===== config.mk =====
export PLATFORM = sky130hd
export DESIGN_NAME = uart_fifo_control_bits
export DESIGN_NICKNAME = d
export VERILOG_FILES = /design/src/hdl/fifo_ctl_pkg.sv /design/src/hdl/uart_fifo_control_bits.sv /design/src/hdl/byte_fifo.sv /design/src/hdl/serial_bit_engine.sv
export SDC_FILE = /design/constraint.sdc
export NUM_CORES = 1
export LEC_CHECK = 0
export BUFFER_PORTS_ARGS = -buffer_cell sky130_fd_sc_hd__buf_2
export CORE_AREA = 4 4 378 231
export DETAILED_ROUTE_END_ITERATION = 12
export DIE_AREA = 0 0 382 235
export PLACE_DENSITY_LB_ADDON = 0.12
export SYNTH_ARGS = -nofsm -noshare
export SYNTH_HDL_FRONTEND = slang
export SYNTH_SLANG_ARGS = --single-unit

===== constraint.sdc =====
create_clock -name MCLK -period 3.21 [get_ports MCLK]
set_clock_uncertainty 0.05 [all_clocks]
set_input_delay 0.4815 -clock MCLK [delete_from_list [all_inputs] [get_ports MCLK]]
set_output_delay 0.4815 -clock MCLK [all_outputs]
set_load 0.01 [all_outputs]

===== src/hdl/fifo_ctl_pkg.sv =====
package fifo_ctl_pkg;
  localparam int DEPTH = 64;
  localparam int AW = 6;
  localparam int CW = 7;
  localparam logic [11:0] OFS_CTRL = 12'h000;
  localparam logic [11:0] OFS_COUNT = 12'h004;
  localparam logic [11:0] OFS_STATUS = 12'h008;
  localparam logic [11:0] OFS_MASK = 12'h00C;
  localparam logic [11:0] OFS_TXDATA = 12'h010;
  localparam logic [11:0] OFS_RXDATA = 12'h014;
  localparam int LOOP_BIT = 0;
  localparam int RXCLR_BIT = 1;
  localparam int TXCLR_BIT = 2;
  localparam int MCE_BIT = 3;
  localparam int TX_FIFO_TRIGGER_LEVEL_LO = 4;
  localparam int RTS_TRIGGER_LEVEL_LO = 8;
  localparam logic [10:0] CTRL_RESET = 11'h000;
  localparam logic [10:0] CTRL_MASK = 11'h73F;
  localparam int ST_TXE = 0;
  localparam int ST_RXD = 1;
  localparam int ST_W = 2;
  localparam int CNT_RX_LO = 0;
  localparam int CNT_TX_LO = 8;
  localparam int BIT_DIV = 16;
  localparam int BIT_CW = 4;
  localparam int FRAME_BITS = 10;

  function automatic logic [CW-1:0] tx_level(input logic [1:0] enc);
    case (enc)
      2'h0: tx_level = 7'd32;
      2'h1: tx_level = 7'd16;
      2'h2: tx_level = 7'd2;
      default: tx_level = 7'd0;
    endcase
  endfunction

  function automatic logic [CW-1:0] rts_level(input logic [2:0] enc);
    case (enc)
      3'h0: rts_level = 7'd63;
      3'h1: rts_level = 7'd1;
      3'h2: rts_level = 7'd8;
      3'h3: rts_level = 7'd16;
      3'h4: rts_level = 7'd32;
      3'h5: rts_level = 7'd48;
      3'h6: rts_level = 7'd54;
      default: rts_level = 7'd60;
    endcase
  endfunction
endpackage


===== src/hdl/uart_fifo_control_bits.sv =====
`timescale 1ns/1ps
module uart_fifo_control_bits
  import fifo_ctl_pkg::*;
(
  input wire logic MCLK,
  input wire logic SRST,
  input wire logic PSEL,
  input wire logic PENABLE,
  input wire logic PWRITE,
  input wire logic [11:0] PADDR,
  input wire logic [31:0] PWDATA,
  output logic [31:0] PRDATA,
  output logic PREADY,
  output logic PSLVERR,
  output logic IRQ,
  output logic TXD,
  input wire logic RXD,
  input wire logic CTS_N,
  output logic RTS
);
  logic [10:0] ctrl_reg, ctrl_next;
  logic [ST_W-1:0] status_reg, status_next, mask_reg, mask_next;
  logic [31:0] prdata_reg, prdata_next;
  logic rts_reg, rts_next;
  logic rxd_s1_reg, rxd_s2_reg, cts_s1_reg, cts_s2_reg;
  logic acc_wr, acc_rd, addr_ok;
  logic rd_wait_reg, rd_wait_next;
  logic tx_wr, tx_rd, rx_wr, rx_rd, tx_clr, rx_clr;
  logic [7:0] tx_q, rx_q, rx_byte;
  logic [CW-1:0] tx_cnt, rx_cnt;
  logic tx_busy, eng_txd, rx_valid, serial_in, cts_ok, tx_empty_flag, rx_level_hit;
  logic loop_en, hs_en;
  logic [1:0] tx_fifo_trigger_level;
  logic [2:0] rts_trigger_level;
  typedef enum logic [1:0] {TX_IDLE, TX_FETCH, TX_LOAD} tx_state_type;
  tx_state_type tx_state_reg, tx_state_next;

  assign loop_en = ctrl_reg[LOOP_BIT];
  assign hs_en = ctrl_reg[MCE_BIT];
  assign tx_fifo_trigger_level = ctrl_reg[TX_FIFO_TRIGGER_LEVEL_LO +: 2];
  assign rts_trigger_level = ctrl_reg[RTS_TRIGGER_LEVEL_LO +: 3];

  // Writes complete in their first access cycle. Reads insert one wait state, in which
  // the read data register is loaded, so PRDATA stands from a flip-flop when PREADY rises.
  assign acc_wr = PSEL && PENABLE && PWRITE;
  assign acc_rd = PSEL && PENABLE && !PWRITE && !rd_wait_reg;
  assign PREADY = PWRITE || rd_wait_reg;

  always_comb begin
    rd_wait_next = PSEL && PENABLE && !PWRITE && !rd_wait_reg;
  end

  always_ff @(posedge MCLK) begin
    if (SRST) begin
      rd_wait_reg <= 1'b0;
    end else begin
      rd_wait_reg <= rd_wait_next;
    end
  end

  always_comb begin
    case (PADDR)
      OFS_CTRL, OFS_COUNT, OFS_STATUS, OFS_MASK, OFS_TXDATA, OFS_RXDATA: addr_ok = 1'b1;
      default: addr_ok = 1'b0;
    endcase
  end
  assign PSLVERR = PSEL && PENABLE && PREADY && !addr_ok;

  always_ff @(posedge MCLK) begin
    rxd_s1_reg <= RXD;
    rxd_s2_reg <= rxd_s1_reg;
    cts_s1_reg <= CTS_N;
    cts_s2_reg <= cts_s1_reg;
  end

  // Clears act from the write edge and persist while the bit stays set.
  assign tx_clr = SRST || ctrl_reg[TXCLR_BIT];
  assign rx_clr = SRST || ctrl_reg[RXCLR_BIT];
  assign tx_wr = acc_wr && (PADDR == OFS_TXDATA);
  assign rx_rd = acc_rd && (PADDR == OFS_RXDATA);
  assign rx_wr = rx_valid;

  byte_fifo u_tx_fifo (
    .clk(MCLK),
    .clr(tx_clr),
    .wr_en(tx_wr),
    .wr_data(PWDATA[7:0]),
    .rd_en(tx_rd),
    .rd_data(tx_q),
    .count(tx_cnt)
  );

  byte_fifo u_rx_fifo (
    .clk(MCLK),
    .clr(rx_clr),
    .wr_en(rx_wr),
    .wr_data(rx_byte),
    .rd_en(rx_rd),
    .rd_data(rx_q),
    .count(rx_cnt)
  );

  assign cts_ok = hs_en ? !cts_s2_reg : 1'b1;
  assign serial_in = loop_en ? eng_txd : rxd_s2_reg;
  assign TXD = eng_txd;

  // The FIFO read data lags its pointer by one cycle, hence the fetch state.
  always_comb begin
    tx_state_next = tx_state_reg;
    tx_rd = 1'b0;
    case (tx_state_reg)
      TX_IDLE: begin
        if (!tx_busy && cts_ok && tx_cnt != '0 && !tx_clr) begin
          tx_state_next = TX_FETCH;
        end
      end
      TX_FETCH: begin
        tx_state_next = TX_LOAD;
      end
      TX_LOAD: begin
        tx_rd = !tx_clr;
        tx_state_next = TX_IDLE;
      end
      default: tx_state_next = TX_IDLE;
    endcase
  end

  serial_bit_engine u_engine (
    .clk(MCLK),
    .rst(SRST),
    .tx_start(tx_rd),
    .tx_byte(tx_q),
    .tx_busy(tx_busy),
    .txd(eng_txd),
    .rxd(serial_in),
    .rx_valid(rx_valid),
    .rx_byte(rx_byte)
  );

  assign tx_empty_flag = tx_cnt <= tx_level(tx_fifo_trigger_level);
  assign rx_level_hit = rx_cnt >= rts_level(rts_trigger_level);

  always_comb begin
    ctrl_next = ctrl_reg;
    mask_next = mask_reg;
    rts_next = hs_en && rx_level_hit;
    prdata_next = prdata_reg;
    if (acc_wr && PADDR == OFS_CTRL) begin
      ctrl_next = PWDATA[10:0] & CTRL_MASK;
    end
    if (acc_wr && PADDR == OFS_MASK) begin
      mask_next = PWDATA[ST_W-1:0];
    end
    // Set wins over a write-one-to-clear in the same cycle.
    status_next = status_reg;
    if (acc_wr && PADDR == OFS_STATUS) begin
      status_next = status_reg & ~PWDATA[ST_W-1:0];
    end
    if (tx_empty_flag) begin
      status_next[ST_TXE] = 1'b1;
    end
    if (rx_valid) begin
      status_next[ST_RXD] = 1'b1;
    end
    if (acc_rd) begin
      case (PADDR)
        OFS_CTRL: prdata_next = {21'h0, ctrl_reg};
        OFS_COUNT: prdata_next = {17'h0, tx_cnt, 1'b0, rx_cnt};
        OFS_STATUS: prdata_next = {30'h0, status_reg};
        OFS_MASK: prdata_next = {30'h0, mask_reg};
        OFS_RXDATA: prdata_next = {24'h0, rx_q};
        default: prdata_next = 32'h0000_0000;
      endcase
    end
  end

  always_ff @(posedge MCLK) begin
    if (SRST) begin
      ctrl_reg <= CTRL_RESET;
      mask_reg <= '0;
      status_reg <= '0;
      rts_reg <= 1'b0;
      prdata_reg <= 32'h0000_0000;
      tx_state_reg <= TX_IDLE;
    end else begin
      ctrl_reg <= ctrl_next;
      mask_reg <= mask_next;
      status_reg <= status_next;
      rts_reg <= rts_next;
      prdata_reg <= prdata_next;
      tx_state_reg <= tx_state_next;
    end
  end

  // Read data are loaded in the wait cycle and stand while PREADY is high.
  assign PRDATA = prdata_reg;
  assign RTS = rts_reg;
  assign IRQ = |(status_reg & mask_reg);

  // Checks on the handshake lines.
  AST_RTS_OFF: assert property (@(posedge MCLK) disable iff (SRST)
    !hs_en |=> !RTS) else $error("RTS high with handshake off");

  AST_RTS_LEVEL: assert property (@(posedge MCLK) disable iff (SRST)
    $past(hs_en) && $past(rx_cnt) >= rts_level($past(rts_trigger_level)) |-> RTS)
    else $error("RTS missed level");

  AST_RTS_BELOW: assert property (@(posedge MCLK) disable iff (SRST)
    $past(rx_cnt) < rts_level($past(rts_trigger_level)) |-> !RTS)
    else $error("RTS high below level");

  // A transmit start needs a clear CTS while the handshake is enabled.
  AST_CTS_GATE: assert property (@(posedge MCLK) disable iff (SRST)
    hs_en && cts_s2_reg && tx_state_reg == TX_IDLE |=> tx_state_reg == TX_IDLE)
    else $error("start without CTS");

  // With the handshake off the pin level must not hold back a start.
  AST_CTS_IGNORED: assert property (@(posedge MCLK) disable iff (SRST)
    !hs_en && tx_state_reg == TX_IDLE && !tx_busy && tx_cnt != '0 && !tx_clr
    |=> tx_state_reg == TX_FETCH) else $error("start held without handshake");

  // Checks on the transmit-empty flag and trigger field.
  AST_TXE_SET: assert property (@(posedge MCLK) disable iff (SRST)
    tx_cnt <= tx_level(tx_fifo_trigger_level) |=> status_reg[ST_TXE])
    else $error("empty flag not set");

  AST_TXE_CLEAR: assert property (@(posedge MCLK) disable iff (SRST)
    acc_wr && PADDR == OFS_STATUS && PWDATA[ST_TXE] && tx_cnt > tx_level(tx_fifo_trigger_level)
    |=> !status_reg[ST_TXE]) else $error("empty flag not cleared");

  AST_TRIG_FIELD: assert property (@(posedge MCLK) disable iff (SRST)
    acc_wr && PADDR == OFS_CTRL |=> tx_fifo_trigger_level == $past(PWDATA[TX_FIFO_TRIGGER_LEVEL_LO +: 2]))
    else $error("trigger field not written");

  AST_TRIG_RESET: assert property (@(posedge MCLK)
    SRST |=> tx_fifo_trigger_level == 2'h0) else $error("trigger reset wrong");

  // Checks on the FIFO clears.
  AST_TX_CLEAR: assert property (@(posedge MCLK) disable iff (SRST)
    acc_wr && PADDR == OFS_CTRL && PWDATA[TXCLR_BIT] |=> ##1 tx_cnt == 0)
    else $error("tx fifo not cleared");

  AST_TX_CLR_EMPTY: assert property (@(posedge MCLK) disable iff (SRST)
    tx_clr |=> tx_cnt == 0) else $error("tx clear left data");

  AST_RX_CLEAR: assert property (@(posedge MCLK) disable iff (SRST)
    acc_wr && PADDR == OFS_CTRL && PWDATA[RXCLR_BIT] |=> ##1 rx_cnt == 0)
    else $error("rx fifo not cleared");

  AST_RX_CLR_EMPTY: assert property (@(posedge MCLK) disable iff (SRST)
    rx_clr |=> rx_cnt == 0) else $error("rx clear left data");

  AST_RESET_EMPTY: assert property (@(posedge MCLK)
    SRST |=> tx_cnt == 0 && rx_cnt == 0) else $error("reset left data");

  AST_HOLD_CLEAR: assert property (@(posedge MCLK) disable iff (SRST)
    ctrl_reg[TXCLR_BIT] && $past(ctrl_reg[TXCLR_BIT]) |-> tx_cnt == 0)
    else $error("held clear let data in");

  AST_RX_HOLD_CLEAR: assert property (@(posedge MCLK) disable iff (SRST)
    ctrl_reg[RXCLR_BIT] && $past(ctrl_reg[RXCLR_BIT]) |-> rx_cnt == 0)
    else $error("held rx clear let data in");

  // Checks on the receiver input selection.
  AST_LOOP: assert property (@(posedge MCLK) disable iff (SRST)
    loop_en |-> serial_in == TXD) else $error("loopback not routed");

  AST_LOOP_OFF: assert property (@(posedge MCLK) disable iff (SRST)
    !loop_en |-> serial_in == rxd_s2_reg) else $error("receiver not on pin");

  // Checks on the transmit FIFO size.
  AST_DEPTH: assert property (@(posedge MCLK) disable iff (SRST)
    tx_cnt <= CW'(DEPTH)) else $error("tx count above depth");

  AST_FULL_HOLD: assert property (@(posedge MCLK) disable iff (SRST)
    tx_cnt == CW'(DEPTH) && !tx_rd && !tx_clr |=> tx_cnt == CW'(DEPTH))
    else $error("full tx fifo changed count");
endmodule


===== src/hdl/byte_fifo.sv =====
`timescale 1ns/1ps
module byte_fifo
  import fifo_ctl_pkg::*;
(
  input wire logic clk,
  input wire logic clr,
  input wire logic wr_en,
  input wire logic [7:0] wr_data,
  input wire logic rd_en,
  output logic [7:0] rd_data,
  output logic [CW-1:0] count
);
  logic [7:0] mem [DEPTH];
  logic [AW-1:0] wp_reg, wp_next, rp_reg, rp_next;
  logic [CW-1:0] cnt_reg, cnt_next;
  logic [7:0] rd_reg;
  logic do_wr, do_rd;

  // Writes to a full FIFO and reads of an empty one are dropped.
  always_comb begin
    do_wr = wr_en && (cnt_reg != CW'(DEPTH));
    do_rd = rd_en && (cnt_reg != '0);
    wp_next = wp_reg + AW'(do_wr);
    rp_next = rp_reg + AW'(do_rd);
    cnt_next = cnt_reg + CW'(do_wr) - CW'(do_rd);
    if (clr) begin
      wp_next = '0;
      rp_next = '0;
      cnt_next = '0;
    end
  end

  always_ff @(posedge clk) begin
    wp_reg <= wp_next;
    rp_reg <= rp_next;
    cnt_reg <= cnt_next;
    if (do_wr) begin
      mem[wp_reg] <= wr_data;
    end
    rd_reg <= mem[rp_reg];
  end

  assign rd_data = rd_reg;
  assign count = cnt_reg;
endmodule


===== src/hdl/serial_bit_engine.sv =====
`timescale 1ns/1ps
module serial_bit_engine
  import fifo_ctl_pkg::*;
(
  input wire logic clk,
  input wire logic rst,
  input wire logic tx_start,
  input wire logic [7:0] tx_byte,
  output logic tx_busy,
  output logic txd,
  input wire logic rxd,
  output logic rx_valid,
  output logic [7:0] rx_byte
);
  logic [BIT_CW-1:0] tdiv_reg, tdiv_next, rdiv_reg, rdiv_next;
  logic [3:0] tbit_reg, tbit_next, rbit_reg, rbit_next;
  logic [9:0] tsh_reg, tsh_next;
  logic [8:0] rsh_reg, rsh_next;
  logic tbusy_reg, tbusy_next, rbusy_reg, rbusy_next, rv_reg, rv_next;

  // Plain 8N1 framing; receive samples at mid bit after seeing the start edge.
  always_comb begin
    tdiv_next = tdiv_reg;
    tbit_next = tbit_reg;
    tsh_next = tsh_reg;
    tbusy_next = tbusy_reg;
    if (!tbusy_reg) begin
      if (tx_start) begin
        tsh_next = {1'b1, tx_byte, 1'b0};
        tbusy_next = 1'b1;
        tdiv_next = '0;
        tbit_next = '0;
      end
    end else if (tdiv_reg == BIT_CW'(BIT_DIV - 1)) begin
      tdiv_next = '0;
      tsh_next = {1'b1, tsh_reg[9:1]};
      tbit_next = tbit_reg + 4'd1;
      if (tbit_reg == 4'(FRAME_BITS - 1)) begin
        tbusy_next = 1'b0;
      end
    end else begin
      tdiv_next = tdiv_reg + BIT_CW'(1);
    end
    rdiv_next = rdiv_reg;
    rbit_next = rbit_reg;
    rsh_next = rsh_reg;
    rbusy_next = rbusy_reg;
    rv_next = 1'b0;
    if (!rbusy_reg) begin
      if (!rxd) begin
        rbusy_next = 1'b1;
        rdiv_next = BIT_CW'(BIT_DIV / 2);
        rbit_next = '0;
      end
    end else if (rdiv_reg == BIT_CW'(BIT_DIV - 1)) begin
      rdiv_next = '0;
      rsh_next = {rxd, rsh_reg[8:1]};
      rbit_next = rbit_reg + 4'd1;
      if (rbit_reg == 4'(FRAME_BITS - 1)) begin
        rbusy_next = 1'b0;
        rv_next = rxd;
      end
    end else begin
      rdiv_next = rdiv_reg + BIT_CW'(1);
    end
  end

  always_ff @(posedge clk) begin
    if (rst) begin
      tdiv_reg <= '0;
      tbit_reg <= '0;
      tsh_reg <= 10'h3FF;
      tbusy_reg <= 1'b0;
      rdiv_reg <= '0;
      rbit_reg <= '0;
      rsh_reg <= '0;
      rbusy_reg <= 1'b0;
      rv_reg <= 1'b0;
    end else begin
      tdiv_reg <= tdiv_next;
      tbit_reg <= tbit_next;
      tsh_reg <= tsh_next;
      tbusy_reg <= tbusy_next;
      rdiv_reg <= rdiv_next;
      rbit_reg <= rbit_next;
      rsh_reg <= rsh_next;
      rbusy_reg <= rbusy_next;
      rv_reg <= rv_next;
    end
  end

  assign tx_busy = tbusy_reg;
  assign txd = tsh_reg[0];
  assign rx_valid = rv_reg;
  // After the stop sample the start bit has left the nine-bit shifter: data sit in 7:0.
  assign rx_byte = rsh_reg[7:0];
endmodule


Yosys cells after proc, flatten, opt, wreduce, memory -nomap -nowiden
Memories as Yosys holds them, arrays and structs flattened. A register that Yosys moved wholly into a read port is not among the register bits.
Index checks and enable logic that the tools add are counted.
Operators by class
  reductions and logical operators: 43
  equal/unequal tests: 25
  add/subtract/negate cells: 12
  order comparisons: 2
  bitwise gates (word level): 6
  mux-type cells: 38
Operator list (count)
  $pmux W15 S5: 1
  $mux W4: 11
  $pmux W6 S7: 1
  $mux W10: 3
  $add A6 B1 Y6: 4
  $eq A12 B4 Y1 const B: 2
  $eq A12 B5 Y1 const B: 2
  $logic_and A1 B1 Y1: 19
  $mux W1: 18
  $pmux W6 S3: 1
  $add A4 B1 Y4 const B: 4
  $eq A4 B4 Y1 const B: 4
  $add A7 B1 Y7: 2
  $ne A7 B7 Y1 const B: 2
  $reduce_bool A7 Y1: 2
  $sub A7 B1 Y7: 2
  $eq A12 B3 Y1 const B: 1
  $logic_not A12 Y1: 1
  $eq A3 B3 Y1 const B: 3
  $ne A2 B2 Y1 const B: 4
  $ge A7 B7 Y1: 1
  $le A7 B7 Y1: 1
  $eq A3 B2 Y1 const B: 2
  $logic_not A1 Y1: 6
  16 further kinds: 29
Word-level totals
  word-level logic and storage cells: 155
  input bits: 51
  output and inout bits: 37
  memories: 2
  flip-flop bits (word level): 129
  RAM bits: 1024
Memories
  u_rx_fifo.mem: depth 64, bits a word 8, rd ports 1, clocked after memory_dff 1, wr ports 1, RTL line byte_fifo.sv:13  | logic [7:0] mem [DEPTH];
  u_tx_fifo.mem: depth 64, bits a word 8, rd ports 1, clocked after memory_dff 1, wr ports 1, RTL line byte_fifo.sv:13

Longest topological paths before layout
Gate-level depths: netlist of the first run.
  depth in word-level cells: 7
  mapped depth: 16
  depth with buffers taken out: 16

Cells and area by module
From an unflattened synthesis of the first run, not the netlist that was laid out.
Unflattened totals
  cells, all modules: 2696
  area, all modules: 46462.1 sq um
Modules (own cells, without submodules)
  byte_fifo at u_tx_fifo: sequential area each 15915.3 sq um, instances 1, cells each 1122, area each 21353.0 sq um
  byte_fifo at u_rx_fifo: sequential area each 15915.3 sq um, instances 1, cells each 1128, area each 21289.2 sq um
  uart_fifo_control_bits: sequential area each 720.7 sq um, instances 1, cells each 239, area each 2072.0 sq um
  serial_bit_engine: sequential area each 740.7 sq um, instances 1, cells each 207, area each 1747.9 sq um

Worst setup path before layout of the first run
No wires, ideal clock.
  path type: in2reg
  from: in PADDR[5]
  to: reg u_rx_fifo.cnt_reg[6] (netlist: u_rx_fifo.count[6])
  path buffers: 0
  required time: 3.038 ns
  stages: 15
  slack: -0.292 ns
  arrival time: 3.330 ns
  library setup time: 0.122 ns
  path through: or3_4 -> nor3b_2 -> nand3_1 -> a2111oi_0 -> ha_1 -> inv_1 -> ha_1 -> inv_1 -> fa_1 -> nand2b_1 -> a21oi_1 -> o21ai_0 -> a21oi_1 -> or3_1 -> a21oi_1
On the way
  longest elaborated chain between the ends: 4
Ends and longest elaborated chain
  start: declaration: RTL line uart_fifo_control_bits.sv:10  | input wire logic [11:0] PADDR,
  $eq A12 B5 Y1: RTL line uart_fifo_control_bits.sv:80  | assign rx_rd = acc_rd && (PADDR == OFS_RXDATA);
  $logic_and A1 B1 Y1: RTL line uart_fifo_control_bits.sv:80
  $logic_and A1 B1 Y1: RTL line byte_fifo.sv:22  | do_rd = rd_en && (cnt_reg != '0);
  $sub A7 B1 Y7: RTL line byte_fifo.sv:25  | cnt_next = cnt_reg + CW'(do_wr) - CW'(do_rd);
  end signal: assignment: RTL line byte_fifo.sv:36  | cnt_reg <= cnt_next;
  end: declaration: RTL line byte_fifo.sv:15  | logic [CW-1:0] cnt_reg, cnt_next;
No other way between the ends.
A chain may end at the register's enable or synchronous reset.

Worst setup path after layout of the first run
  from: reg u_tx_fifo.cnt_reg[5] (netlist: u_tx_fifo.count[5])
  to: reg u_tx_fifo.cnt_reg[6] (netlist: u_tx_fifo.count[6])
On the way
  longest elaborated chain between the ends: 4
  elaborated cells between the ends (all ways): 6
  those cells by class: add/sub: 2; eq/ne: 1; reduce/logical: 3
Ends and longest elaborated chain
  start: declaration: RTL line byte_fifo.sv:15
  start signal: assignment: RTL line byte_fifo.sv:36
  $ne A7 B7 Y1: RTL line byte_fifo.sv:21  | do_wr = wr_en && (cnt_reg != CW'(DEPTH));
  $logic_and A1 B1 Y1: RTL line byte_fifo.sv:21
  $add A7 B1 Y7: RTL line byte_fifo.sv:25
  $sub A7 B1 Y7 (*): RTL line byte_fifo.sv:25
Every way passes the cells marked *; elsewhere a longest branch is shown, timed or not.

==> results.toml, run 1 <==
[status]
outcome = "finished clean"

[worst_setup_path]
worst-path-max-fanout = 2
timing.rr.end = "u_tx_fifo.count[6]$_SDFF_PP0_"
worstPathArrival_ns = 3.72
critical_path_class = "flop to flop"
ff2ff_path_depth = 15
timing.rr.start = "u_tx_fifo.count[5]$_SDFF_PP0_"
worst_setup_path_start_kind = "flop"
end_kind = "flop"
reg2reg_slack_ns = 0.05
required_ns = 3.77

[route]
routed-wl-met3_mm = 13.2
first_pass_iters = 5
routed.top_layer = "met4"
wl_met2_mm = 44.2
via_per_inst = 6.15
drc_errors = 0
wl_per_cell_microns = 27.6
vias = 24900
drt_iter0_drc = 3292
wl_met1_mm = 52.7
drtAntennaViolNets = 0
wl_mm = 112

[logic_synthesis]
ys_warn_count = 0
syn_area_per_cell_sq_um = 18.0
ys_seq_area_frac = 0.728
ys_ff_latch = 1151
synth_common_cells = "edfxtp_1 (1,024), nor2_1 (238), mux2i_1 (186), mux4_2 (186), dfxtp_1 (127)"
async_flop_share = 0
synth.cell_area_sq_um = 45700
syn_inst = 2542
synth.distinct_cells = 74
synth_top_area_frac = 0.672
yosysTopAreaCell = "edfxtp_1"
ys_top_cells_by_area = "edfxtp_1 (67%), mux4_2 (9.2%), dfxtp_1 (5.6%)"
synth.most_common_cell = "edfxtp_1"
synth_edf_count = 1024
synth_ff_type = "edfxtp_1"

[floorplan]
coreArea_sq_um = 83300
start_util = 0.549
die_h_microns = 235
die-width_microns = 382
dieArea_sq_um = 89800
num_rows = 82
io_pins = 88

[global_route]
grt_max_degree = 72
grt_antenna_before_repair = 4
grt_pass1_wl_mm = 164
overflow = 0
grt_pass1_vias = 24400
grt_usage = 0.249

[hold_path]
holdPathEnd = "ctrl_reg[9]$_SDFFE_PP0P_"
whs_path_depth = 3
hp-class = "primary input to flop"
min_from = "PWDATA[9]"

[sta]
hold_viol_final = 0
max_slew_margin = 0.121
finalSetupTns_ns = 0
worst_pin_slew_ns = 1.32
layout_min_cycle_time_ns = 3.16
fin_crit_sh = 0.984
slew_viol_final = 0
timing.fmax_mhz = 316
worst_slack_ns = 0.0500
rsz0062_at_grt = "yes"
final-setup-viol-count = 0
hold_slack_ns = 0.0612

[placement]
portBuffers = 49
place_worst_setup_slack_ns = -0.413
gp_congestion = 0.916
dp_hpwl_mm = 74.4

[clocking]
cts_htree_levels = 3
cts_buffers = 102
clkSinkCount = 1151
cts_root_buf = "clkbuf_16"
cts_tree = "done"
insertion_delay_ns = 0.68
path_clk_slew_ns = 0.07
clk_path_buf_depth = 3

[cells_and_area]
layout.area.seq_sq_um = 33300
multi_input_area_sq_um = 11600
drive_gt1_frac = 0.251
synthToLayoutAreaGrowth_pct = 14.3
diodes = 0
fillCellCount = 5840
nNetsFinal = 2926

[power_and_ir_drop]
vdd_drop_max_uv = 538
p_leak_nw = 16.8
power.density_nw_per_um2 = 574

[job]
maxCapViolCount = 0
[power by group]
part           internal (mW)  total, mW  switching (mW)
clock network           7.05       12.3            5.29
logic                  0.648       1.36           0.714
registers               16.2       16.3          0.0905
[critical path, cell delays in order, from the launching register on]
cell and delay [ns]:
dfxtp_2 0.33, inv_2 0.08, ha_4 0.13, nor4bb_4 0.31
nor2b_4 0.23, nor2_4 0.07, ha_4 0.26, inv_2 0.04
ha_4 0.15, fa_2 0.38, a21oi_2 0.18, o21bai_2 0.11
a21oi_2 0.16, nor2_1 0.08, or3_1 0.38, a21oi_2 0.14
[metal layers]
metal,GRT usage,vias to the layer above
met2,0.317,1183
met5,0,-
met1,0.422,12900
li1,-,10700
met3,0.0743,122
met4,0.0406,0
[cells by family after synthesis]
family	Yosys count	share of synthesized area
adder cells (fa/ha/maj)	44	0.0125
flip-flops	1151	0.728
AND/OR/NAND/NOR	466	0.0467
AO/OA/AOI/OAI	289	0.0440
XOR/XNOR	22	0.00421
other	1	0.0000820
buffers and inverters	172	0.0228
multiplexers	397	0.142
[cell usage in the layout, fill, tap and decap left out, drive strengths merged, types with 8 or more instances in the layout]
cell type | netlist | routed
a31oi | 12 | 12
dfxtp | 127 | 127
mux4 | 196 | 196
a22oi | 27 | 27
bufinv | 0 | 11
a311oi | 8 | 8
nand3 | 27 | 27
edfxtp | 1024 | 1024
a2111oi | 9 | 9
nor2 | 238 | 238
nor3 | 19 | 19
xor2 | 10 | 10
clkbuf | 46 | 133
inv | 30 | 31
mux2 | 15 | 15
a21oi | 54 | 54
conb | 1 | 17
mux2i | 186 | 186
o22ai | 64 | 64
nor2b | 12 | 12
a211o | 24 | 24
nand2b | 9 | 9
clkinv | 0 | 35
a211oi | 33 | 33
nand2 | 82 | 82
ha | 41 | 41
xnor2 | 12 | 12
and3 | 12 | 12
o21ai | 12 | 12
buf | 96 | 307
and2 | 17 | 17
nand3b | 9 | 9
or2 | 9 | 9
[worst max path at each step]
stage / start / cells after the start / to / slack, ns
floorplan: PADDR[5] / 15 / u_rx_fifo.count[6]$_SDFF_PP0_ / 0.02
global placement: PADDR[5] / 16 / u_rx_fifo.count[6]$_SDFF_PP0_ / -0.36
detailed placement: PADDR[5] / 16 / u_rx_fifo.count[6]$_SDFF_PP0_ / -0.41
CTS: u_tx_fifo.count[2]$_SDFF_PP0_ / 15 / u_tx_fifo.count[6]$_SDFF_PP0_ / 0.0007
global route: u_tx_fifo.count[5]$_SDFF_PP0_ / 15 / u_tx_fifo.count[6]$_SDFF_PP0_ / -0.1
finish: u_tx_fifo.count[5]$_SDFF_PP0_ / 15 / u_tx_fifo.count[6]$_SDFF_PP0_ / 0.05
[cell type report]
class                      instances  area share
clock buffer                     133      0.0538
timing repair buffer             311      0.0466
sequential                      1151       0.637
tap                             1134      0.0271
multi-input combinational       1235       0.222
clock inverter                    52      0.0105
inverter                          30     0.00215
[through the flow]
step | cell area [sq um] | total power [mW] | instances | utilization
3_5_place_dp | 48700 | 17.8 | 3848 | 0.584
6_report | 52300 | 30.0 | 4046 | 0.628
2_1_floorplan | 45800 | 17.4 | 2558 | -
3_3_place_gp | 48700 | 17.8 | 3848 | 0.584
5_1_grt | 52300 | 31.0 | 4046 | 0.628
4_1_cts | 52100 | 30.1 | 4038 | 0.626
[timing repair]
action / 4_1_cts / 5_1_grt
resized for setup: 8 / 35
endpoints found under the setup margin: 2 / 2
hold endpoints to repair: 4 / 0
pin swaps: 5 / 21
buffers inserted: 1 / 8
hold buffers: 4 / 0
No activity file was read; power rests on OpenSTA's default activity.
==> inputs of run 2 (changes only) <==
--- a/config.mk
+++ b/config.mk
@@ -9,6 +9,7 @@
 export CORE_AREA = 4 4 378 231
 export DETAILED_ROUTE_END_ITERATION = 12
 export DIE_AREA = 0 0 382 235
+export HOLD_SLACK_MARGIN = 0.12
 export PLACE_DENSITY_LB_ADDON = 0.12
 export SYNTH_ARGS = -nofsm -noshare
 export SYNTH_HDL_FRONTEND = slang
==> run 2 against run 1 <==
Compared with the run above:
- power barely moved
- clock power barely moved
- via count rose by 0.45%
- largest power group unchanged
- hold slack improved by 0.18 ns
==> results.toml, run 2 (synthesized netlist as in run 1, its figures left out) <==
[sta]
final-setup-viol-count = 0
rsz0062_at_grt = "yes"
slew_viol_final = 0
timing.fmax_mhz = 317
worst_slack_ns = 0.0593
finalSetupTns_ns = 0
max_slew_margin = 0.118
fin_crit_sh = 0.982
worst_pin_slew_ns = 1.32
hold_viol_final = 0
layout_min_cycle_time_ns = 3.15

[floorplan]
io_pins = 88
start_util = 0.549
num_rows = 82
die_h_microns = 235
coreArea_sq_um = 83300
die-width_microns = 382
dieArea_sq_um = 89800

[worst_setup_path]
worst_setup_path_start_kind = "flop"
crit_path_top_delay_cell = "fa_2"
crit_family = "simple AND/OR/NAND/NOR gates"
timing.rr.start = "u_tx_fifo.count[5]$_SDFF_PP0_"
critical_path_class = "flop to flop"
cp_num_cells = 15
cp_slowest_stage_delay_ns = 0.38
cp-startpoint = "u_tx_fifo.count[5]$_SDFF_PP0_"
required_ns = 3.77
reg2reg_slack_ns = 0.06
worstPathArrival_ns = 3.71
timing.rr.end = "u_tx_fifo.count[6]$_SDFF_PP0_"
worst-path-max-fanout = 2
cp.buffers_inverters = 2
crit_chain = "inv_2, ha_4, nor4bb_4, nor2b_4, nor2_4, ha_4, inv_2, ha_4, fa_2, a21oi_2, o21bai_2, a21oi_2, nor2_1, or3_1, a21oi_2"
end_kind = "flop"
ff2ff_path_depth = 15

[power_and_ir_drop]
combPwrFrac = 0.046
power.density_nw_per_um2 = 574
p_sw_mw = 6.09
internal-power_mw = 23.9
vdd_drop_max_uv = 536
clkPwrFrac = 0.411
switching_share = 0.203
power_frac_seq = 0.544
p_total_mw = 30.0
p_leak_nw = 16.8

[placement]
dp_hpwl_mm = 74.4
gp_congestion = 0.916
dpl.cell_count = 3848
place_worst_setup_slack_ns = -0.413
portBuffers = 49

[status]
outcome = "finished clean"

[route]
drtAntennaViolNets = 0
vias = 25000
drt_iter0_drc = 3186
via_per_inst = 6.18
drc_errors = 0
wl_per_cell_microns = 27.6
wl_mm = 112
first_pass_iters = 5

[job]
maxCapViolCount = 0

[hold_path]
whs_path_depth = 1
hp-class = "primary input to flop"
holdPathEnd = "u_tx_fifo.mem[40][7]$_DFFE_PP_"
min_from = "PWDATA[7]"

[clocking]
cts_buffers = 102
insertion_delay_ns = 0.68
path_clk_slew_ns = 0.06
cts_tree = "done"
clkSinkCount = 1151
cts_htree_levels = 3
cts_root_buf = "clkbuf_16"
clk_path_buf_depth = 3

[cells_and_area]
final_common_cell = "edfxtp_1"
nNetsFinal = 2928
synthToLayoutAreaGrowth_pct = 14.4
most-common-layout-cells = "edfxtp_1 (1,024), buf_4 (241), nor2_1 (237), mux4_2 (186), mux2i_1 (186)"
fillCellCount = 5838
final_cells = 4048
diodes = 0
drive_gt1_frac = 0.251

[global_route]
grt_antenna_before_repair = 4
overflow = 0
grt_pass1_wl_mm = 164
grt_usage = 0.249
grt_pass1_vias = 24500
grt_max_degree = 72
==> run 2: through the flow <==
stage	area [sq um]	utilization	hold WS (ns)
floorplan	45800	-	0.260
finish	52300	0.628	0.241
detailed placement	48700	0.584	0.272
global route	52300	0.628	0.211
CTS	52100	0.626	0.194
global placement	48700	0.584	0.260
==> run 2: what timing repair did <==
action	in CTS	in global routing
hold buffers	6	0
setup buffers	1	8
resized for setup	8	35
endpoints found under the hold margin	16	0
endpoints found under the setup margin	2	2
pin swaps	5	21
==> run 2: power groups by stage <==
stage	registers (mW)	logic, mW	clock network, mW
after detailed placement	16.6	1.19	0
final	16.3	1.37	12.3
after floorplan	16.6	0.767	0
after global placement	16.6	1.14	0
after global routing	16.3	1.49	13.2
after CTS	16.3	1.25	12.6
==> run 2: final cells by class <==
| class | instances | area [sq um] | area share |
|---|---|---|---|
| multi-input combinational | 1235 | 11600 | 0.222 |
| clock inverter | 52 | 549 | 0.0105 |
| timing repair buffer | 313 | 2450 | 0.0469 |
| tap | 1134 | 1420 | 0.0271 |
| clock buffer | 133 | 2810 | 0.0538 |
| inverter | 30 | 113 | 0.00215 |
| sequential | 1151 | 33300 | 0.637 |
==> run 2: worst max path at each step <==
stage	end	slack (ns)
final	u_tx_fifo.count[6]$_SDFF_PP0_	0.06
after global placement	u_rx_fifo.count[6]$_SDFF_PP0_	-0.36
after global routing	u_tx_fifo.count[6]$_SDFF_PP0_	-0.1
after detailed placement	u_rx_fifo.count[6]$_SDFF_PP0_	-0.41
after CTS	u_tx_fifo.count[6]$_SDFF_PP0_	0.0007
after floorplan	u_rx_fifo.count[6]$_SDFF_PP0_	0.02
==> run 2: metal layers <==
metal | routed length (microns) | GRT usage | vias to the layer above
met5 | 0 | 0 | -
met4 | 1580 | 0.0406 | 0
met3 | 13100 | 0.0743 | 120
met2 | 44200 | 0.317 | 1228
met1 | 52900 | 0.422 | 13000
li1 | - | - | 10700
